`config.mk`:
```
export PLATFORM = sky130hd
export DESIGN_NAME = sbp_status_words
export DESIGN_NICKNAME = d
export VERILOG_FILES = /design/src/sbp_pkg.sv /design/src/sbp_status_words.sv /design/src/sbp_word_mux.sv
export SDC_FILE = /design/constraint.sdc
export NUM_CORES = 1
export LEC_CHECK = 0
export BUFFER_PORTS_ARGS = -buffer_cell sky130_fd_sc_hd__buf_2
export CELL_PAD_IN_SITES_DETAIL_PLACEMENT = 0
export CELL_PAD_IN_SITES_GLOBAL_PLACEMENT = 2
export CORE_MARGIN = 1
export CORE_UTILIZATION = 34
export CTS_BUF_LIST = sky130_fd_sc_hd__clkbuf_4 sky130_fd_sc_hd__clkbuf_8 sky130_fd_sc_hd__clkbuf_16
export DETAILED_ROUTE_END_ITERATION = 8
export GPL_ROUTABILITY_DRIVEN = 0
export MAX_ROUTING_LAYER = met4
export PLACE_DENSITY_LB_ADDON = 0.1
export SLEW_MARGIN = 20
export SYNTH_ARGS = -nofsm -noshare
export SYNTH_HDL_FRONTEND = slang
export SYNTH_HIERARCHICAL = 1
export SYNTH_SLANG_ARGS = --single-unit
```
`constraint.sdc`:
```
create_clock -name clk_i -period 1.5 [get_ports clk_i]
set_input_delay 0.15 -clock clk_i [delete_from_list [all_inputs] [get_ports clk_i]]
set_output_delay 0.15 -clock clk_i [all_outputs]
set_load 0.05 [all_outputs]
```
`src/sbp_pkg.sv`:
```
// Constants for the status bit packing words
package sbp_pkg;
  localparam int unsigned WORD_W = 16;
  localparam int unsigned IO_STATES = 64;
  localparam int unsigned IO_WORDS = IO_STATES / WORD_W;
  localparam int unsigned LAMPS = 8;
  localparam int unsigned ELEM_COUNT = 256;
  localparam int unsigned ELEM_WORDS = ELEM_COUNT / WORD_W;
  localparam int unsigned ELEM_IDX_W = 4;
  localparam int unsigned IO_IDX_W = 2;
  localparam logic [15:0] WORD_RESET = 16'h0000;
  localparam logic [7:0] LAMP_PAD = 8'h00;
endpackage

```
`src/sbp_status_words.sv`:
```
// Packs I/O, lamp and element operate states into 16-bit read-only words
`timescale 1ns/1ps
`default_nettype none
module sbp_status_words #(
  parameter int unsigned ELEMS = sbp_pkg::ELEM_COUNT
) (
  input wire logic clk_i,
  input wire logic rst_i,
  input wire logic ce_i,
  input wire logic [sbp_pkg::IO_STATES-1:0] io_state_i,
  input wire logic [sbp_pkg::LAMPS-1:0] lamp_lit_i,
  input wire logic [ELEMS-1:0] elem_operate_i,
  input wire logic [sbp_pkg::IO_IDX_W-1:0] io_word_sel_i,
  input wire logic [sbp_pkg::ELEM_IDX_W-1:0] elem_word_sel_i,
  output logic [sbp_pkg::WORD_W-1:0] io_word_o,
  output logic [sbp_pkg::WORD_W-1:0] lamp_word_o,
  output logic [sbp_pkg::WORD_W-1:0] elem_word_o
);
  localparam int unsigned W = sbp_pkg::WORD_W;
  localparam int unsigned EW = sbp_pkg::ELEM_WORDS;

  // Inputs come from pins or another domain, so synchronise twice first
  // Only the second stage is read by logic; the first may be metastable
  logic [sbp_pkg::IO_STATES-1:0] io_s1_d;
  logic [sbp_pkg::IO_STATES-1:0] io_s1_q;
  logic [sbp_pkg::IO_STATES-1:0] io_s2_d;
  logic [sbp_pkg::IO_STATES-1:0] io_s2_q;

  // Reset and enable live in the next-state logic, so the flops only register
  always_comb
  begin
    io_s1_d = io_s1_q;
    io_s2_d = io_s2_q;
    if (rst_i)
    begin
      io_s1_d = '0;
      io_s2_d = '0;
    end
    else if (ce_i)
    begin
      io_s1_d = io_state_i;
      io_s2_d = io_s1_q;
    end
  end

  always_ff @(posedge clk_i)
  begin
    io_s1_q <= io_s1_d;
    io_s2_q <= io_s2_d;
  end

  // Lamp states: same two-stage treatment as the I/O states
  logic [sbp_pkg::LAMPS-1:0] lamp_s1_d;
  logic [sbp_pkg::LAMPS-1:0] lamp_s1_q;
  logic [sbp_pkg::LAMPS-1:0] lamp_s2_d;
  logic [sbp_pkg::LAMPS-1:0] lamp_s2_q;

  always_comb
  begin
    lamp_s1_d = lamp_s1_q;
    lamp_s2_d = lamp_s2_q;
    if (rst_i)
    begin
      lamp_s1_d = '0;
      lamp_s2_d = '0;
    end
    else if (ce_i)
    begin
      lamp_s1_d = lamp_lit_i;
      lamp_s2_d = lamp_s1_q;
    end
  end

  always_ff @(posedge clk_i)
  begin
    lamp_s1_q <= lamp_s1_d;
    lamp_s2_q <= lamp_s2_d;
  end

  // Operate flags: bits are synchronised one by one, so a word may mix two snapshots
  logic [ELEMS-1:0] elem_s1_d;
  logic [ELEMS-1:0] elem_s1_q;
  logic [ELEMS-1:0] elem_s2_d;
  logic [ELEMS-1:0] elem_s2_q;

  always_comb
  begin
    elem_s1_d = elem_s1_q;
    elem_s2_d = elem_s2_q;
    if (rst_i)
    begin
      elem_s1_d = '0;
      elem_s2_d = '0;
    end
    else if (ce_i)
    begin
      elem_s1_d = elem_operate_i;
      elem_s2_d = elem_s1_q;
    end
  end

  always_ff @(posedge clk_i)
  begin
    elem_s1_q <= elem_s1_d;
    elem_s2_q <= elem_s2_d;
  end

  // Flat word images built bit by bit
  logic [sbp_pkg::IO_STATES-1:0] io_flat;
  logic [EW*W-1:0] elem_flat;

  genvar g;
  generate
    for (g = 0; g < sbp_pkg::IO_STATES; g++)
    begin : g_io
      // State g+1 lands in word g/16; first state of a word takes the MSB
      assign io_flat[(g / W) * W + (W - 1 - (g % W))] = io_s2_q[g];
    end
    for (g = 0; g < EW * W; g++)
    begin : g_elem
      if (g < ELEMS)
      begin : g_used
        assign elem_flat[g] = elem_s2_q[g];
      end
      else
      begin : g_unused
        assign elem_flat[g] = 1'b0;
      end
    end
  endgenerate

  logic [W-1:0] io_sel, elem_sel;

  sbp_word_mux #(
    .WORDS(sbp_pkg::IO_WORDS),
    .IDX_W(sbp_pkg::IO_IDX_W)
  ) u_io_mux (
    .words_i(io_flat),
    .idx_i(io_word_sel_i),
    .word_o(io_sel)
  );

  sbp_word_mux #(
    .WORDS(EW),
    .IDX_W(sbp_pkg::ELEM_IDX_W)
  ) u_elem_mux (
    .words_i(elem_flat),
    .idx_i(elem_word_sel_i),
    .word_o(elem_sel)
  );

  // Selection is a pure read: no state changes because of it
  logic [W-1:0] io_word_d;
  logic [W-1:0] io_word_q;

  always_comb
  begin
    io_word_d = io_word_q;
    if (rst_i)
    begin
      io_word_d = sbp_pkg::WORD_RESET;
    end
    else if (ce_i)
    begin
      io_word_d = io_sel;
    end
  end

  always_ff @(posedge clk_i)
  begin
    io_word_q <= io_word_d;
  end

  // The lamp word has no select; its high byte is padding
  logic [W-1:0] lamp_word_d;
  logic [W-1:0] lamp_word_q;

  always_comb
  begin
    lamp_word_d = lamp_word_q;
    if (rst_i)
    begin
      lamp_word_d = sbp_pkg::WORD_RESET;
    end
    else if (ce_i)
    begin
      lamp_word_d = {sbp_pkg::LAMP_PAD, lamp_s2_q};
    end
  end

  always_ff @(posedge clk_i)
  begin
    lamp_word_q <= lamp_word_d;
  end

  logic [W-1:0] elem_word_d;
  logic [W-1:0] elem_word_q;

  always_comb
  begin
    elem_word_d = elem_word_q;
    if (rst_i)
    begin
      elem_word_d = sbp_pkg::WORD_RESET;
    end
    else if (ce_i)
    begin
      elem_word_d = elem_sel;
    end
  end

  always_ff @(posedge clk_i)
  begin
    elem_word_q <= elem_word_d;
  end

  assign io_word_o = io_word_q;
  assign lamp_word_o = lamp_word_q;
  assign elem_word_o = elem_word_q;
endmodule
`default_nettype wire

```
`src/sbp_word_mux.sv`:
```
// Word selector over a flat packed array of status words
`timescale 1ns/1ps
`default_nettype none
module sbp_word_mux #(
  parameter int unsigned WORDS = 16,
  parameter int unsigned IDX_W = 4
) (
  input wire logic [WORDS*sbp_pkg::WORD_W-1:0] words_i,
  input wire logic [IDX_W-1:0] idx_i,
  output logic [sbp_pkg::WORD_W-1:0] word_o
);
  always_comb
  begin
    word_o = sbp_pkg::WORD_RESET;
    if (32'(idx_i) < WORDS)
    begin
      word_o = words_i[32'(idx_i)*sbp_pkg::WORD_W +: sbp_pkg::WORD_W];
    end
  end
endmodule
`default_nettype wire
```
==> impl_metrics.env, run 1 <==
export IMPL_cts_root_buf="clkbuf_16"
export IMPL_holdCritPathClass="in -> reg"
export IMPL_power_density_nw_per_um2=1190
export IMPL_crit_fanout=2
export IMPL_postRouteAntennaNets=0
export IMPL_final_nets=3494
export IMPL_regArea_um2=14000
export IMPL_start_util_pct=34.6
export IMPL_die_w_um=286
export IMPL_finalHoldViolCount=0
export IMPL_wirelength_mm=82.5
export IMPL_path_class="reg -> reg"
export IMPL_clock_latency_ns=0.61
export IMPL_whs_ns=0.105
export IMPL_p_leak_nw=16.9
export IMPL_cts_buffers_inserted=80
export IMPL_vias_per_cell=4.62
export IMPL_grt_start_max_net_pins=78
export IMPL_netlist_instances=2409
export IMPL_grt_pass1_vias=19700
export IMPL_post_place_ws_ns=-0.400
export IMPL_final_cell_mix="nor2_1 (697), mux2i_1 (696), dfxtp_1 (674)"
export IMPL_setup_viol=2
export IMPL_fmax_mhz=656
export IMPL_grt_overflow_total=0
export IMPL_drive_above_1_share_pct=23.5
export IMPL_post_cts_buffers=0
export IMPL_tns_ns=-0.0388
export IMPL_dp_hpwl_mm=60.9
export IMPL_cts_tree="yes"
export IMPL_final_cells=4264
export IMPL_synth_top_area_share_pct=50.7
export IMPL_dieArea_um2=82000
export IMPL_wl_per_cell_um=19.4
export IMPL_tightest_slew_ns=0.934
export IMPL_cts_sinks=696
export IMPL_seq_area_frac_synth_pct=50.7
export IMPL_worst_ep_arrival_time_ns=2.01
export IMPL_die_h_um=286
export IMPL_grt_pass1_wl_mm=123
export IMPL_pin_count=385
export IMPL_drv_cap=0
export IMPL_h_tree_depth=3
export IMPL_slew_headroom_pct=37.5
export IMPL_syn_area_um2=27500
export IMPL_place_inst=3790
export IMPL_period_share_pct=102
export IMPL_synth_top_cell_by_area="dfxtp_1"
export IMPL_vias=19700
export IMPL_synthTopCellsByArea="dfxtp_1 (51%), mux2i_1 (25%), nor2_1 (9.5%)"
export IMPL_drcViolationCount=0
export IMPL_dr_first_iter_drc_count=926
export IMPL_portBuffers=376
export IMPL_status="finished with violations"
export IMPL_gr_usage_all_layers_pct=20.4
export IMPL_antenna_found_initial=3
export IMPL_cp_required_ns=1.99
export IMPL_placementRows=103
export IMPL_clk_pin_slew_ns=0.06
export IMPL_ys_types=15
export IMPL_syn_area_per_cell_um2=11.4
export IMPL_violations="setup timing"
export IMPL_area_growth_pct=33.2
export IMPL_worst_setup_path_start_kind="flop"
export IMPL_coreArea_um2=79500
export IMPL_cp_end_kind="flop"
export IMPL_layout_min_cycle_time_ns=1.52
export IMPL_synth_seq_cells=696
export IMPL_max_vdd_ir_drop_v=0.000742
export IMPL_synth_warnings=6
export IMPL_clock_path_buffers=3
export IMPL_fill_cells=7393
export IMPL_grt_setup_unrepaired="yes"
export IMPL_finClkSkew_ns=0.0153
export IMPL_drv_slew=0
export IMPL_fin_ws_ns=-0.0242
export IMPL_final_common_cell="nor2_1"
export IMPL_multi_input_area_um2=11900
export IMPL_first_pass_iters=5
==> Yosys cell counts <==
cell type,number
buf_6,6
nor2b_1,2
mux4_1,16
buf_4,32
buf_12,56
nand2_1,16
a22oi_1,32
clkbuf_1,78
mux2i_1,696
conb_1,1
dfxtp_1,696
buf_2,16
mux4_2,64
nor2_1,697
and2_1,1
==> area by class of cell <==
cell class,count,share of cell area [%]
sequential,696,38.1
clock buffer,120,6.61
tap,1050,3.58
antenna,3,0.0205
clock inverter,16,0.468
multi-input combinational,1532,32.3
timing repair buffer,847,18.9
==> path summary, 6_finish.rpt <==
| kind | to | depth (start not counted) | slack [ns] | start |
|---|---|---|---|---|
| worst max-delay path | elem_word_o[3] | 6 | -0.02 | elem_flat[179] |
| worst min register to register | io_s2_q[32] | 2 | 0.49 | io_s2_q[32] |
| worst max register to register | elem_word_o[3] | 6 | -0.02 | elem_flat[179] |
| worst min-delay path | elem_word_o[15] | 4 | 0.10 | ce_i |
==> per-layer routing <==
| layer | wire (um) | part of all wire [%] | vias up | GRT usage, % |
|---|---|---|---|---|
| li1 | - | - | 9750 | - |
| met1 | 36100 | 44 | 9396 | 25.2 |
| met2 | 40500 | 49 | 404 | 34.0 |
| met3 | 3590 | 4.4 | 133 | 3.64 |
| met4 | 2340 | 2.8 | 0 | 6.08 |
| met5 | 0 | 0 | - | - |
==> critical path: stages, from the launching register on <==
cell,delay [ns]
dfxtp_2,0.33
mux4_2,0.48
a22oi_2,0.17
buf_4,0.17
nand2_1,0.05
mux2i_1,0.15
nor2_1,0.05
==> through the flow <==
step / total power, mW / util, % / instance area [um2]
after floorplan: 22.8 / - / 27500
after global placement: 24.2 / 38.4 / 30600
after detailed placement: 24.3 / 38.4 / 30600
after CTS: 44.5 / 46.0 / 36600
after global routing: 45.6 / 46.1 / 36600
final: 43.8 / 46.1 / 36600
==> where the power goes <==
group,leakage (nW),switching [mW],internal (mW),total (mW)
Clock,1.31,7.61,11.6,19.3
Combinational,9.86,2.09,2.44,4.53
Sequential,5.71,0.632,19.4,20.0
Total,16.9,10.3,33.4,43.8
==> kinds of logic after synthesis <==
family | Yosys count | share of synthesized area [%]
flops | 696 | 50.7
compound gates | 32 | 0.873
mux | 776 | 32.1
buf+inv | 188 | 6.55
other cells | 1 | 0.0136
simple gates | 716 | 9.80
==> sequential cells by signal, indices dropped and copies added (netlist names) <==
register	cells
elem_flat	256
elem_s1_q	256
io_s1_q	64
io_s2_q	64
elem_word_o	16
io_word_o	16
lamp_s1_q	8
lamp_s2_q	8
lamp_word_o	8
==> timing repair <==
| action | CTS | global route |
|---|---|---|
| gates resized for setup | 34 | 27 |
| hold buffers | 335 | 0 |
| setup endpoints to repair | 27 | 19 |
| pin swaps | 4 | 6 |
| endpoints found under the hold margin | 340 | 0 |
| cloned | 0 | 0 |
Note: power is estimated with default switching activity, not from simulation.
==> run 2: changes to the inputs <==
PLACE_DENSITY = 0.76   (was unset)
PLACE_DENSITY_LB_ADDON = unset   (was 0.1)
==> impl_metrics.env, run 2 (synthesis results as in run 1) <==
export IMPL_path_class="reg -> reg"
export IMPL_whs_ns=0.129
export IMPL_holdCritPathClass="in -> reg"
export IMPL_worst_setup_path_start_kind="flop"
export IMPL_die_w_um=286
export IMPL_postRouteAntennaNets=0
export IMPL_die_h_um=286
export IMPL_final_common_cell="nor2_1"
export IMPL_pin_count=385
export IMPL_cts_buffers_inserted=79
export IMPL_fin_ws_ns=-0.0117
export IMPL_dr_first_iter_drc_count=1197
export IMPL_antenna_found_initial=4
export IMPL_wl_per_cell_um=19.4
export IMPL_tns_ns=-0.0117
export IMPL_placementRows=103
export IMPL_post_route_util_pct=46.1
export IMPL_clock_latency_ns=0.61
export IMPL_first_pass_iters=5
export IMPL_gr_usage_all_layers_pct=20.4
export IMPL_post_cts_buffers=0
export IMPL_dp_hpwl_mm=61.3
export IMPL_worst_ep_arrival_time_ns=2.01
export IMPL_post_place_ws_ns=-0.516
export IMPL_clk_pin_slew_ns=0.06
export IMPL_fill_cells=7405
export IMPL_cp_end_kind="flop"
export IMPL_power_density_nw_per_um2=1220
export IMPL_status="finished with violations"
export IMPL_vias=19900
export IMPL_placed_cell_area_um2=30400
export IMPL_design_area_um2=36700
export IMPL_drv_cap=0
export IMPL_wirelength_mm=82.8
export IMPL_dieArea_um2=82000
export IMPL_cts_tree="yes"
export IMPL_finClkSkew_ns=0.0255
export IMPL_final_cell_mix="nor2_1 (697), mux2i_1 (696), dfxtp_1 (686)"
export IMPL_crit_fanout=2
export IMPL_portBuffers=376
export IMPL_finalHoldViolCount=0
export IMPL_p_leak_nw=16.9
export IMPL_violations="setup timing"
export IMPL_period_share_pct=101
export IMPL_area_growth_pct=33.4
export IMPL_fin_total_pwr_mw=44.6
export IMPL_layout_min_cycle_time_ns=1.51
export IMPL_setup_viol=1
export IMPL_start_util_pct=34.6
export IMPL_vias_per_cell=4.66
export IMPL_grt_pass1_vias=19900
export IMPL_place_inst=3772
export IMPL_drcViolationCount=0
export IMPL_cts_sinks=696
export IMPL_grt_pass1_wl_mm=123
export IMPL_coreArea_um2=79500
export IMPL_cts_root_buf="clkbuf_16"
export IMPL_grt_overflow_total=0
export IMPL_clock_path_buffers=3
export IMPL_final_nets=3485
export IMPL_grt_setup_unrepaired="yes"
export IMPL_grt_start_max_net_pins=102
export IMPL_final_cells=4262
export IMPL_tightest_slew_ns=0.807
export IMPL_h_tree_depth=3
export IMPL_max_vdd_ir_drop_v=0.000792
export IMPL_drv_slew=0
export IMPL_fmax_mhz=662
export IMPL_cp_required_ns=2.00
export IMPL_slew_headroom_pct=46.0
export IMPL_drive_above_1_share_pct=22.5
[run 2: layer usage]
layer	wire [um]	vias up	track usage, %	share of wire [%]
met5	0	-	-	0
met4	1760	0	5.66	2.1
met3	3490	101	3.07	4.2
met2	40200	446	33.7	49
met1	37400	9583	25.8	45
li1	-	9732	-	-
[run 2: repair_timing]
action | CTS | global route
hold buffers | 347 | 0
pin swaps | 3 | 5
gates resized for setup | 29 | 13
endpoints found under the hold margin | 361 | 0
setup endpoints to repair | 23 | 12
[run 2: power by group]
part / switching, mW / internal (mW) / total, mW / leakage [nW]
Sequential: 0.662 / 19.4 / 20.0 / 5.70
Combinational: 2.10 / 2.43 / 4.53 / 9.83
Clock: 7.81 / 12.2 / 20.1 / 1.37
[run 2: worst max-delay path: stages (launching register included)]
cell     delay [ns]
dfxtp_1        0.32
mux4_2         0.52
a22oi_1        0.28
nand2_1        0.08
mux2i_1        0.15
nor2_1         0.05
[run 2: layout make-up]
class	count	area, um2	share of cell area, %
antenna	4	10.0	0.0273
clock buffer	109	2320	6.34
clock inverter	32	405	1.11
multi-input combinational	1532	11800	32.3
sequential	696	13900	38.0
tap	1050	1310	3.58
timing repair buffer	839	6830	18.6
[run 2: worst paths after layout]
path	startpoint	end	slack (ns)	cells past startpoint
worst max-delay path	elem_flat[131]	elem_word_o[3]	-0.01	5
worst min register to register	io_s2_q[55]	io_s2_q[55]	0.49	2
worst min-delay path	ce_i	elem_word_o[1]	0.13	4
worst max register to register	elem_flat[131]	elem_word_o[3]	-0.01	5
